<file path="src/pkg/led_ctrl_params.svh">
// named constants for the led select / init status block
// assumes inclusion by bare name from the package and design files
`ifndef LED_CTRL_PARAMS_SVH
`define LED_CTRL_PARAMS_SVH

// led colour select codes
`define LED_NONE        2'h0
`define LED_RED         2'h1
`define LED_GREEN       2'h2
`define LED_BLUE        2'h3

// control port register indices
`define REG_CTRL        3'h0
`define REG_DUR_RED     3'h1
`define REG_DUR_GREEN   3'h2
`define REG_DUR_BLUE    3'h3
`define REG_TEMP        3'h4
`define REG_STATUS      3'h5

// field positions and reset values
`define CTRL_SEQ_EN_BIT 0
`define STAT_DONE_BIT   0
`define STAT_BUSY_BIT   1
`define CTRL_RESET      8'h00
`define DUR_RESET       8'h10

// timing and bus defaults
`define INIT_CYCLES_DEF 16'h0400
`define SETTLE_DEF      4'h4
`define TARGET_ADDR_DEF 7'h2A
`define BYTE_BITS       4'h8
`define DUR_SHIFT       8

`endif

</file>
<file path="src/pkg/led_ctrl_pkg.sv">
// types shared by the led select / init status design
// assumes the params header sits on the include path
`include "led_ctrl_params.svh"

package led_ctrl_pkg;

  // one open-drain or tri-state pin as driven by the design
  typedef struct packed {
    logic out;
    logic oe;
  } od_pin_t;

  // control port target states
  typedef enum logic [2:0] {
    I2C_IDLE,
    I2C_ADDR,
    I2C_ADDR_ACK,
    I2C_WR,
    I2C_WR_ACK,
    I2C_RD,
    I2C_RD_ACK
  } i2c_state_t;

  // conversion states
  typedef enum logic [1:0] {
    SAR_IDLE,
    SAR_TRIAL,
    SAR_DONE
  } sar_state_t;

endpackage : led_ctrl_pkg

</file>
<file path="src/hdl/led_select_and_init_status.sv">
// led colour select, auto-init status on the host interrupt pin,
// control port target and successive-approximation temperature conversion
// assumes rst is the chip reset already brought onto clk; pull-ups are external
`timescale 1ns/1ps
`include "led_ctrl_params.svh"

// Functional notes
// - led select follows sequence, 00 none, 01/10/11 rgb
// - led select low while chip reset held
// - led select low until auto-init finishes
// - host interrupt shows init busy, then completion
// - host interrupt undriven during reset
// - control port is an i2c target
// - sar conversion using charge output and comparator
module led_select_and_init_status
  import led_ctrl_pkg::*;
#(
  parameter int         INIT_CYCLES = `INIT_CYCLES_DEF,
  parameter int         SAR_BITS    = 8,
  parameter logic [3:0] SETTLE      = `SETTLE_DEF,
  parameter logic [6:0] TARGET_ADDR = `TARGET_ADDR_DEF  // arbitrary address value
) (
  // clock and reset
  input  wire logic       clk,
  input  wire logic       rst,
  // led driver
  output logic [1:0]      led_colour_select,
  // host interrupt, tri-state
  output od_pin_t         host_irq,
  // control port open-drain pins
  input  wire logic       control_port_clock_in,
  output od_pin_t         control_port_clock,
  input  wire logic       control_port_data_in,
  output od_pin_t         control_port_data,
  // temperature conversion
  input  wire logic       comparator_result_in,
  output logic            ramp_charge_out
);

  logic [2:0]          pin_sync;
  logic                cmp_s;
  logic                scl_s;
  logic                sda_s;
  logic                scl_q;
  logic                sda_q;
  logic [15:0]         init_cnt;
  logic                init_done;
  logic [7:0]          ctrl;
  logic [7:0]          dur [1:3];
  logic [7:0]          temp;
  logic                sar_busy;
  i2c_state_t          i2c_st;
  logic [3:0]          bit_cnt;
  logic [7:0]          rx;
  logic [7:0]          tx;
  logic                rw;
  logic                have_ptr;
  logic [2:0]          ptr;
  logic [7:0]          rd_data;
  logic [1:0]          colour;
  logic [15:0]         seg_cnt;
  sar_state_t          sar_st;
  logic [SAR_BITS-1:0] trial;
  logic [SAR_BITS-1:0] sar_mask;
  logic [SAR_BITS-1:0] pwm_cnt;
  logic [3:0]          periods;

  // comparator and both bus pins pass two flops before use
  sync_2ff #(.WIDTH(3)) u_sync (
    .clk      (clk),
    .rst      (rst),
    .async_in ({comparator_result_in, control_port_clock_in, control_port_data_in}),
    .sync_out (pin_sync)
  );
  assign cmp_s = pin_sync[2];
  assign scl_s = pin_sync[1];
  assign sda_s = pin_sync[0];

  // auto-init timer; led sequence and conversion wait until it expires, the i2c target does not
  always_ff @(posedge clk) begin
    if (rst) begin
      init_cnt  <= 16'h0000;
      init_done <= 1'b0;
    end else if (!init_done) begin
      init_cnt  <= init_cnt + 16'h0001;
      init_done <= (init_cnt == 16'(INIT_CYCLES - 1));
    end
  end

  // host interrupt: released in reset, high while busy, low once done
  always_ff @(posedge clk) begin
    if (rst) begin
      host_irq <= '{out: 1'b0, oe: 1'b0};
    end else begin
      host_irq <= '{out: !init_done, oe: 1'b1};
    end
  end

  // clock pin is never stretched; register keeps the output flop-driven
  always_ff @(posedge clk) begin
    control_port_clock <= '{out: 1'b0, oe: 1'b0};
  end

  // edge history of the synchronised bus pins
  always_ff @(posedge clk) begin
    if (rst) begin
      scl_q <= 1'b1;
      sda_q <= 1'b1;
    end else begin
      scl_q <= scl_s;
      sda_q <= sda_s;
    end
  end

  // read mux of the control registers
  always_comb begin
    rd_data = 8'h00;
    case (ptr)
      `REG_CTRL:      rd_data = ctrl;
      `REG_DUR_RED:   rd_data = dur[1];
      `REG_DUR_GREEN: rd_data = dur[2];
      `REG_DUR_BLUE:  rd_data = dur[3];
      `REG_TEMP:      rd_data = temp;
      `REG_STATUS: begin
        rd_data[`STAT_DONE_BIT] = init_done;
        rd_data[`STAT_BUSY_BIT] = sar_busy;
      end
      default:        rd_data = 8'h00;
    endcase
  end

  // i2c target: start/stop win over bit handling, data driven on scl fall
  always_ff @(posedge clk) begin
    if (rst) begin
      i2c_st            <= I2C_IDLE;
      bit_cnt           <= 4'h0;
      rx                <= 8'h00;
      tx                <= 8'h00;
      rw                <= 1'b0;
      have_ptr          <= 1'b0;
      ptr               <= 3'h0;
      ctrl              <= `CTRL_RESET;
      dur[1]            <= `DUR_RESET;
      dur[2]            <= `DUR_RESET;
      dur[3]            <= `DUR_RESET;
      control_port_data <= '{out: 1'b0, oe: 1'b0};
    end else if (scl_s && scl_q && sda_q && !sda_s) begin
      i2c_st               <= I2C_ADDR;
      bit_cnt              <= 4'h0;
      control_port_data.oe <= 1'b0;
    end else if (scl_s && scl_q && !sda_q && sda_s) begin
      i2c_st               <= I2C_IDLE;
      control_port_data.oe <= 1'b0;
    end else if (scl_s && !scl_q) begin
      // rising clock: sample
      case (i2c_st)
        I2C_ADDR, I2C_WR: begin
          rx      <= {rx[6:0], sda_s};
          bit_cnt <= bit_cnt + 4'h1;
        end
        I2C_RD:     bit_cnt <= bit_cnt + 4'h1;
        I2C_RD_ACK: if (sda_s) i2c_st <= I2C_IDLE;  // nack ends the read
        default:    ;
      endcase
    end else if (!scl_s && scl_q) begin
      // falling clock: drive
      case (i2c_st)
        I2C_ADDR: if (bit_cnt == `BYTE_BITS) begin
          if (rx[7:1] == TARGET_ADDR) begin
            i2c_st               <= I2C_ADDR_ACK;
            rw                   <= rx[0];
            control_port_data.oe <= 1'b1;
          end else begin
            i2c_st <= I2C_IDLE;
          end
        end
        I2C_ADDR_ACK, I2C_RD_ACK: begin
          bit_cnt <= 4'h0;
          if (rw) begin
            i2c_st               <= I2C_RD;
            control_port_data.oe <= !rd_data[7];
            tx                   <= {rd_data[6:0], 1'b0};
            ptr                  <= ptr + 3'h1;
          end else begin
            i2c_st               <= I2C_WR;
            have_ptr             <= 1'b0;
            control_port_data.oe <= 1'b0;
          end
        end
        I2C_WR: if (bit_cnt == `BYTE_BITS) begin
          i2c_st               <= I2C_WR_ACK;
          control_port_data.oe <= 1'b1;
          have_ptr             <= 1'b1;
          if (!have_ptr) begin
            ptr <= rx[2:0];
          end else begin
            ptr <= ptr + 3'h1;
            if (ptr == `REG_CTRL) ctrl <= rx;
            if (ptr >= `REG_DUR_RED && ptr <= `REG_DUR_BLUE) dur[ptr[1:0]] <= rx;
          end
        end
        I2C_WR_ACK: begin
          i2c_st               <= I2C_WR;
          bit_cnt              <= 4'h0;
          control_port_data.oe <= 1'b0;
        end
        I2C_RD: if (bit_cnt == `BYTE_BITS) begin
          i2c_st               <= I2C_RD_ACK;
          control_port_data.oe <= 1'b0;
        end else begin
          control_port_data.oe <= !tx[7];
          tx                   <= {tx[6:0], 1'b0};
        end
        default: ;
      endcase
    end
  end

  // colour sequence: red, green, blue, each held dur<<8 cycles
  // a zero duration skips its colour after one cycle
  always_ff @(posedge clk) begin
    if (rst) begin
      colour            <= `LED_RED;
      seg_cnt           <= 16'h0000;
      led_colour_select <= `LED_NONE;
    end else if (!init_done || !ctrl[`CTRL_SEQ_EN_BIT]) begin
      colour            <= `LED_RED;
      seg_cnt           <= {dur[1], 8'h00};
      led_colour_select <= `LED_NONE;
    end else begin
      led_colour_select <= colour;
      if (seg_cnt <= 16'h0001) begin
        colour  <= (colour == `LED_BLUE) ? `LED_RED : colour + 2'h1;
        seg_cnt <= {dur[(colour == `LED_BLUE) ? 1 : colour + 2'h1], 8'h00};
      end else begin
        seg_cnt <= seg_cnt - 16'h0001;
      end
    end
  end

  // charge output is a pwm of the trial code; slow but needs no dac
  always_ff @(posedge clk) begin
    if (rst) begin
      pwm_cnt         <= '0;
      ramp_charge_out <= 1'b0;
    end else begin
      pwm_cnt         <= pwm_cnt + 1'b1;
      ramp_charge_out <= sar_busy && (pwm_cnt < trial);
    end
  end

  // binary search, msb first, restarting after each result
  always_ff @(posedge clk) begin
    if (rst) begin
      sar_st   <= SAR_IDLE;
      sar_busy <= 1'b0;
      trial    <= '0;
      sar_mask <= '0;
      periods  <= 4'h0;
      temp     <= 8'h00;
    end else begin
      case (sar_st)
        SAR_IDLE: if (init_done) begin
          sar_st   <= SAR_TRIAL;
          sar_busy <= 1'b1;
          sar_mask <= {1'b1, {(SAR_BITS-1){1'b0}}};
          trial    <= {1'b1, {(SAR_BITS-1){1'b0}}};
          periods  <= 4'h0;
        end
        SAR_TRIAL: if (pwm_cnt == '1) begin
          if (periods == SETTLE - 4'h1) begin
            // comparator high means the ramp is still below the thermistor
            periods  <= 4'h0;
            sar_mask <= sar_mask >> 1;
            trial    <= (cmp_s ? trial : (trial & ~sar_mask)) | (sar_mask >> 1);
            if (sar_mask[0]) sar_st <= SAR_DONE;
          end else begin
            periods <= periods + 4'h1;
          end
        end
        SAR_DONE: begin
          temp     <= 8'(trial);
          sar_busy <= 1'b0;
          sar_st   <= SAR_IDLE;
        end
        default: sar_st <= SAR_IDLE;
      endcase
    end
  end

endmodule : led_select_and_init_status

</file>
<file path="src/hdl/sync_2ff.sv">
// two-flop synchroniser, one bit lane per input
// assumes inputs are asynchronous to clk; only the second stage is read outside
`timescale 1ns/1ps

module sync_2ff #(
  parameter int WIDTH = 1
) (
  // clock and reset
  input  wire logic             clk,
  input  wire logic             rst,
  // asynchronous in, synchronised out
  input  wire logic [WIDTH-1:0] async_in,
  output logic      [WIDTH-1:0] sync_out
);

  logic [WIDTH-1:0] meta;

  // first stage feeds only the second stage
  always_ff @(posedge clk) begin
    if (rst) begin
      meta     <= '0;
      sync_out <= '0;
    end else begin
      meta     <= async_in;
      sync_out <= meta;
    end
  end

endmodule : sync_2ff

</file>
<file path="config.mk">
export PLATFORM = sky130hd
export DESIGN_NAME = led_select_and_init_status
export DESIGN_NICKNAME = d
export VERILOG_FILES = /design/src/pkg/led_ctrl_pkg.sv /design/src/hdl/led_select_and_init_status.sv /design/src/hdl/sync_2ff.sv
export VERILOG_INCLUDE_DIRS = /design/src /design/src/pkg
export SDC_FILE = /design/constraint.sdc
export NUM_CORES = 1
export LEC_CHECK = 0
export ABC_AREA = 1
export BUFFER_PORTS_ARGS = -buffer_cell sky130_fd_sc_hd__buf_2
export CAP_MARGIN = 30
export CORE_MARGIN = 8
export CORE_UTILIZATION = 63
export CTS_CLUSTER_SIZE = 25
export DETAILED_ROUTE_END_ITERATION = 8
export PLACE_DENSITY = 0.8
export SLEW_MARGIN = 20
export SYNTH_ARGS = -nofsm -noshare
export SYNTH_HDL_FRONTEND = slang
export SYNTH_SLANG_ARGS = --single-unit
</file>
<file path="constraint.sdc">
create_clock -name clk -period 2.52 [get_ports clk]
set_input_delay 0.126 -clock clk [delete_from_list [all_inputs] [get_ports clk]]
set_output_delay 0.126 -clock clk [all_outputs]
set_load 0.005 [all_outputs]
</file>
==> summary.md <==
| Metric | Value |
|---|---|
| Status | `finished clean` |
| Max Slew Vio Count | `0` |
| Post-Syn Area | `7823 sq um` |
| Final worst path period share | `90.38%` |
| CTS sink count | `approximately 160` |
| Post-synthesis sequential area ratio | `approximately 44%` |
| Post-layout minimum cycle time | `2.277 ns` |
| Synth Instances | `1079` |
| Slew Limit Headroom | `between 40 and 50%` |
| Total routed wirelength | `around 18000 microns` |
| Setup CP Type | `flip-flop to flip-flop` |
| # diodes | `0` |
| Synth cell types | `44` |
| Pleak | `0.003601 uW` |
| Worst setup SP type | `flip-flop` |
| Worst VDD drop | `661.0 uV` |
| Post-route ant nets | `0` |
| Synth Flop Type | `dfxtp_1` |
| Post-synth EDFFs | `32` |
| Largest net degree at the start of global routing | `60` |
| Clock transition at the registers of the reported paths | `0.06 ns` |
| Die width | `127.4 microns` |
| FMAX | `439.1 MHz` |
| Initial core utilization | `approximately two thirds` |
| Aggregate global-route resource usage | `22.82%` |
| Cts repair resizes | `0` |
| Worst endpoint data arrival time | `2.38 ns` |
| Unrepaired setup endpoints after global routing | `no` |
| Die area | `16240 sq um` |
| CP most frequent cell | `inv_1` |
| Async set-reset flop share out of synthesis | `0%` |
| CTS root buffer | `clkbuf_16` |
| Area growth from synthesis to layout | `9.933%` |
| Largest stage delay, worst path | `0.34 ns` |
| Req. time, crit path | `between 2 and 3 ns` |
| Clock H-tree levels | `4` |
| Initial antenna violation count | `0` |
| Layout cells sized above 1 | `7.532%` |
| Setup violators final | `0` |
| Avg Cell Area, Syn | `7.250 sq um` |
| DRC | `0` |
| Vias post-DR | `6862` |
| Final WS setup | `roughly 0.24 ns` |
| Max Root-Sink Buffers | `2` |
| Std cell rows | `40` |
| Critical-path cell list | `inv_1 > ha_1 > inv_1 > nor2_4 > o21ai_1 > a21oi_4 > nand3_4 > nand2_1` |
| Num CTS Buffers | `17` |
| Final hold vios | `0` |
| Wirelength per Cell | `14.13 microns` |
| Worst Path Max Fanout | `8` |
| Die height | `127.4 microns` |
| Clk_skew | `0.008297 ns` |
| First-pass GRT wire length | `between 30000 and 40000 microns` |
| RD Place Congestion | `0.9955` |
| Final TNS setup | `0 ns` |
| Drt pass-1 iters | `6` |
| IO Pins | `14` |
| Slew @ Worst Pin | `0.8572 ns` |
| Final net count | `1117` |
| Violation count after the first detailed-routing iteration | `735` |
| Delay-heaviest family, CP | `simple AND/OR/NAND/NOR gates` |
| Utilization after layout | `71.30%` |
| Core box area | `12060 sq um` |
| Vias per cell | `about 5.4` |
| # placed instances | `roughly 1200` |
| Worst path bufs/invs | `2` |
| Max-cap violations | `0` |
| Pre-CTS WS | `0.2757 ns` |
| Yosys reg bits | `about 160` |
| Worst hold path type | `primary input to flip-flop` |
| Congestion Overflow GR | `0` |
| Worst Setup End Kind | `flip-flop` |
| Detail Placement HPWL | `12520 microns` |
| Yosys Warn Count | `0` |
| Clock Latency Late Sink | `0.43 ns` |
| Pwr dens | `roughly 730 nW/um^2` |
| Fin cells | `approximately 1300` |
| Slowest-stage cell, CP | `dfxtp_1` |
| Vias in the first global route | `~6500` |
| IO Port Bufs | `10` |
| CTS tree | `done` |
-- cells in the mapped netlist, types with 2 or more instances --
| library cell | number | area share, % |
|---|---|---|
| ha_1 | 23 | 3.7 |
| buf_2 | 9 | 0.58 |
| nor2_1 | 161 | 7.7 |
| a21oi_4 | 2 | 0.42 |
| o21ai_0 | 71 | 4.5 |
| nand4_1 | 21 | 1.7 |
| nand3_4 | 3 | 0.67 |
| xor2_1 | 8 | 0.90 |
| edfxtp_1 | 32 | 12 |
| o21ai_1 | 2 | 0.13 |
| nor3b_1 | 2 | 0.19 |
| nor3_1 | 8 | 0.51 |
| buf_6 | 5 | 0.72 |
| nor2_2 | 2 | 0.16 |
| nand3_1 | 68 | 4.4 |
| inv_1 | 121 | 5.8 |
| dfxtp_1 | 123 | 31 |
| nand3_2 | 3 | 0.38 |
| nor3_2 | 2 | 0.26 |
| nand2_2 | 4 | 0.32 |
| nor3_4 | 4 | 0.83 |
| nand2_1 | 267 | 13 |
| clkbuf_1 | 11 | 0.53 |
| a21oi_1 | 94 | 6.0 |
| nor4_1 | 2 | 0.16 |
| or2_2 | 2 | 0.16 |
| buf_1 | 2 | 0.096 |
| a31oi_1 | 2 | 0.16 |
| inv_2 | 5 | 0.24 |
| nor2_4 | 3 | 0.43 |
| buf_4 | 4 | 0.38 |
-- area by class of cell --
type | instances | area, sq um
clock buffer | 18 | 450.4
clock inverter | 14 | 156.4
fill | 994 | 3462
inverter | 128 | 481.7
multi-input combinational | 767 | 3745
sequential | 155 | 3423
tap | 168 | 210.2
timing repair buffer | 20 | 132.6
-- flip-flops by register name (all words and copies together), names as in the netlist, 4 cells and up --
signal / count
init_cnt: 16
pwm_cnt: 8
trial: 8
temp: 8
rx: 8
seg_cnt: 16
tx: 7
periods: 4
bit_cnt: 4
ctrl: 8
dur: 32
sar_mask: 8
-- stage by stage --
step           hold slack, ns  power (uW)  instance area [sq um]
2_1_floorplan          0.2330        3508                   7830
3_3_place_gp           0.3324        3690                   7963
3_5_place_dp           0.3408        3702                   7963
4_1_cts                0.2705        6310                   8600
5_1_grt                0.3228        6562                   8600
6_report               0.2887        6282                   8600
-- timing repair --
item                      CTS  global route
hold endpoints to repair    3             0
buffers inserted            0             0
hold buffers                3             0
-- layout by cell type (no fill, tap or decap), drive strengths merged, types with 18 or more instances in the layout --
cell and instances:
inv 131, nand2 272, o21ai 73, nor2 167
ha 23, a21oi 96, nand3 74, clkbuf 18
dfxtp 123, nand4 22, edfxtp 32
-- worst register-to-register path: cells and delay by family (launching register included) --
family                   cells  cell delay (ns)
adder cells (fa/ha/maj)      1             0.29
buffers and inverters        2             0.22
AND/OR/NAND/NOR              3             0.64
AO/OA/AOI/OAI                2             0.45
flip-flops                   1             0.34
-- power breakdown --
| group | switching, uW | internal [uW] | total [uW] |
|---|---|---|---|
| logic | 650 | 284 | 934 |
| clock network | 1070 | 1540 | 2600 |
| registers | 105 | 2640 | 2750 |
-- layer usage --
| metal | track usage, % | vias up | wire length, microns |
|---|---|---|---|
| met3 | 5.075 | 35 | 1141 |
| met1 | 28.37 | 3107 | 7930 |
| met5 | 0 | - | 0 |
| met2 | 37.66 | 216 | 8498 |
| met4 | 9.167 | 0 | 380 |
| li1 | - | 3504 | - |
-- worst paths after layout --
check                       startpoint                       endpoint  slack, ns  cells past startpoint
min reg2reg  u_sync.meta[2]$_SDFF_PP0_  u_sync.sync_out[2]$_SDFF_PP0_       0.41                      2
max reg2reg        ptr[1]$_SDFFE_PP0P_        dur[3][4]$_SDFFCE_PN1P_       0.24                      8
min                                rst      u_sync.meta[1]$_SDFF_PP0_       0.29                      3
max                ptr[1]$_SDFFE_PP0P_        dur[3][4]$_SDFFCE_PN1P_       0.24                      8
-- cell families after synthesis --
group | after synthesis | share of synthesized area [%]
other cells | 1 | 0.04794
xor+xnor | 9 | 1.008
flops | 155 | 43.76
compound gates | 175 | 11.66
buf+inv | 159 | 8.461
simple gates | 557 | 31.38
fa+ha+maj | 23 | 3.679
No activity file was read; power rests on OpenSTA's default activity.
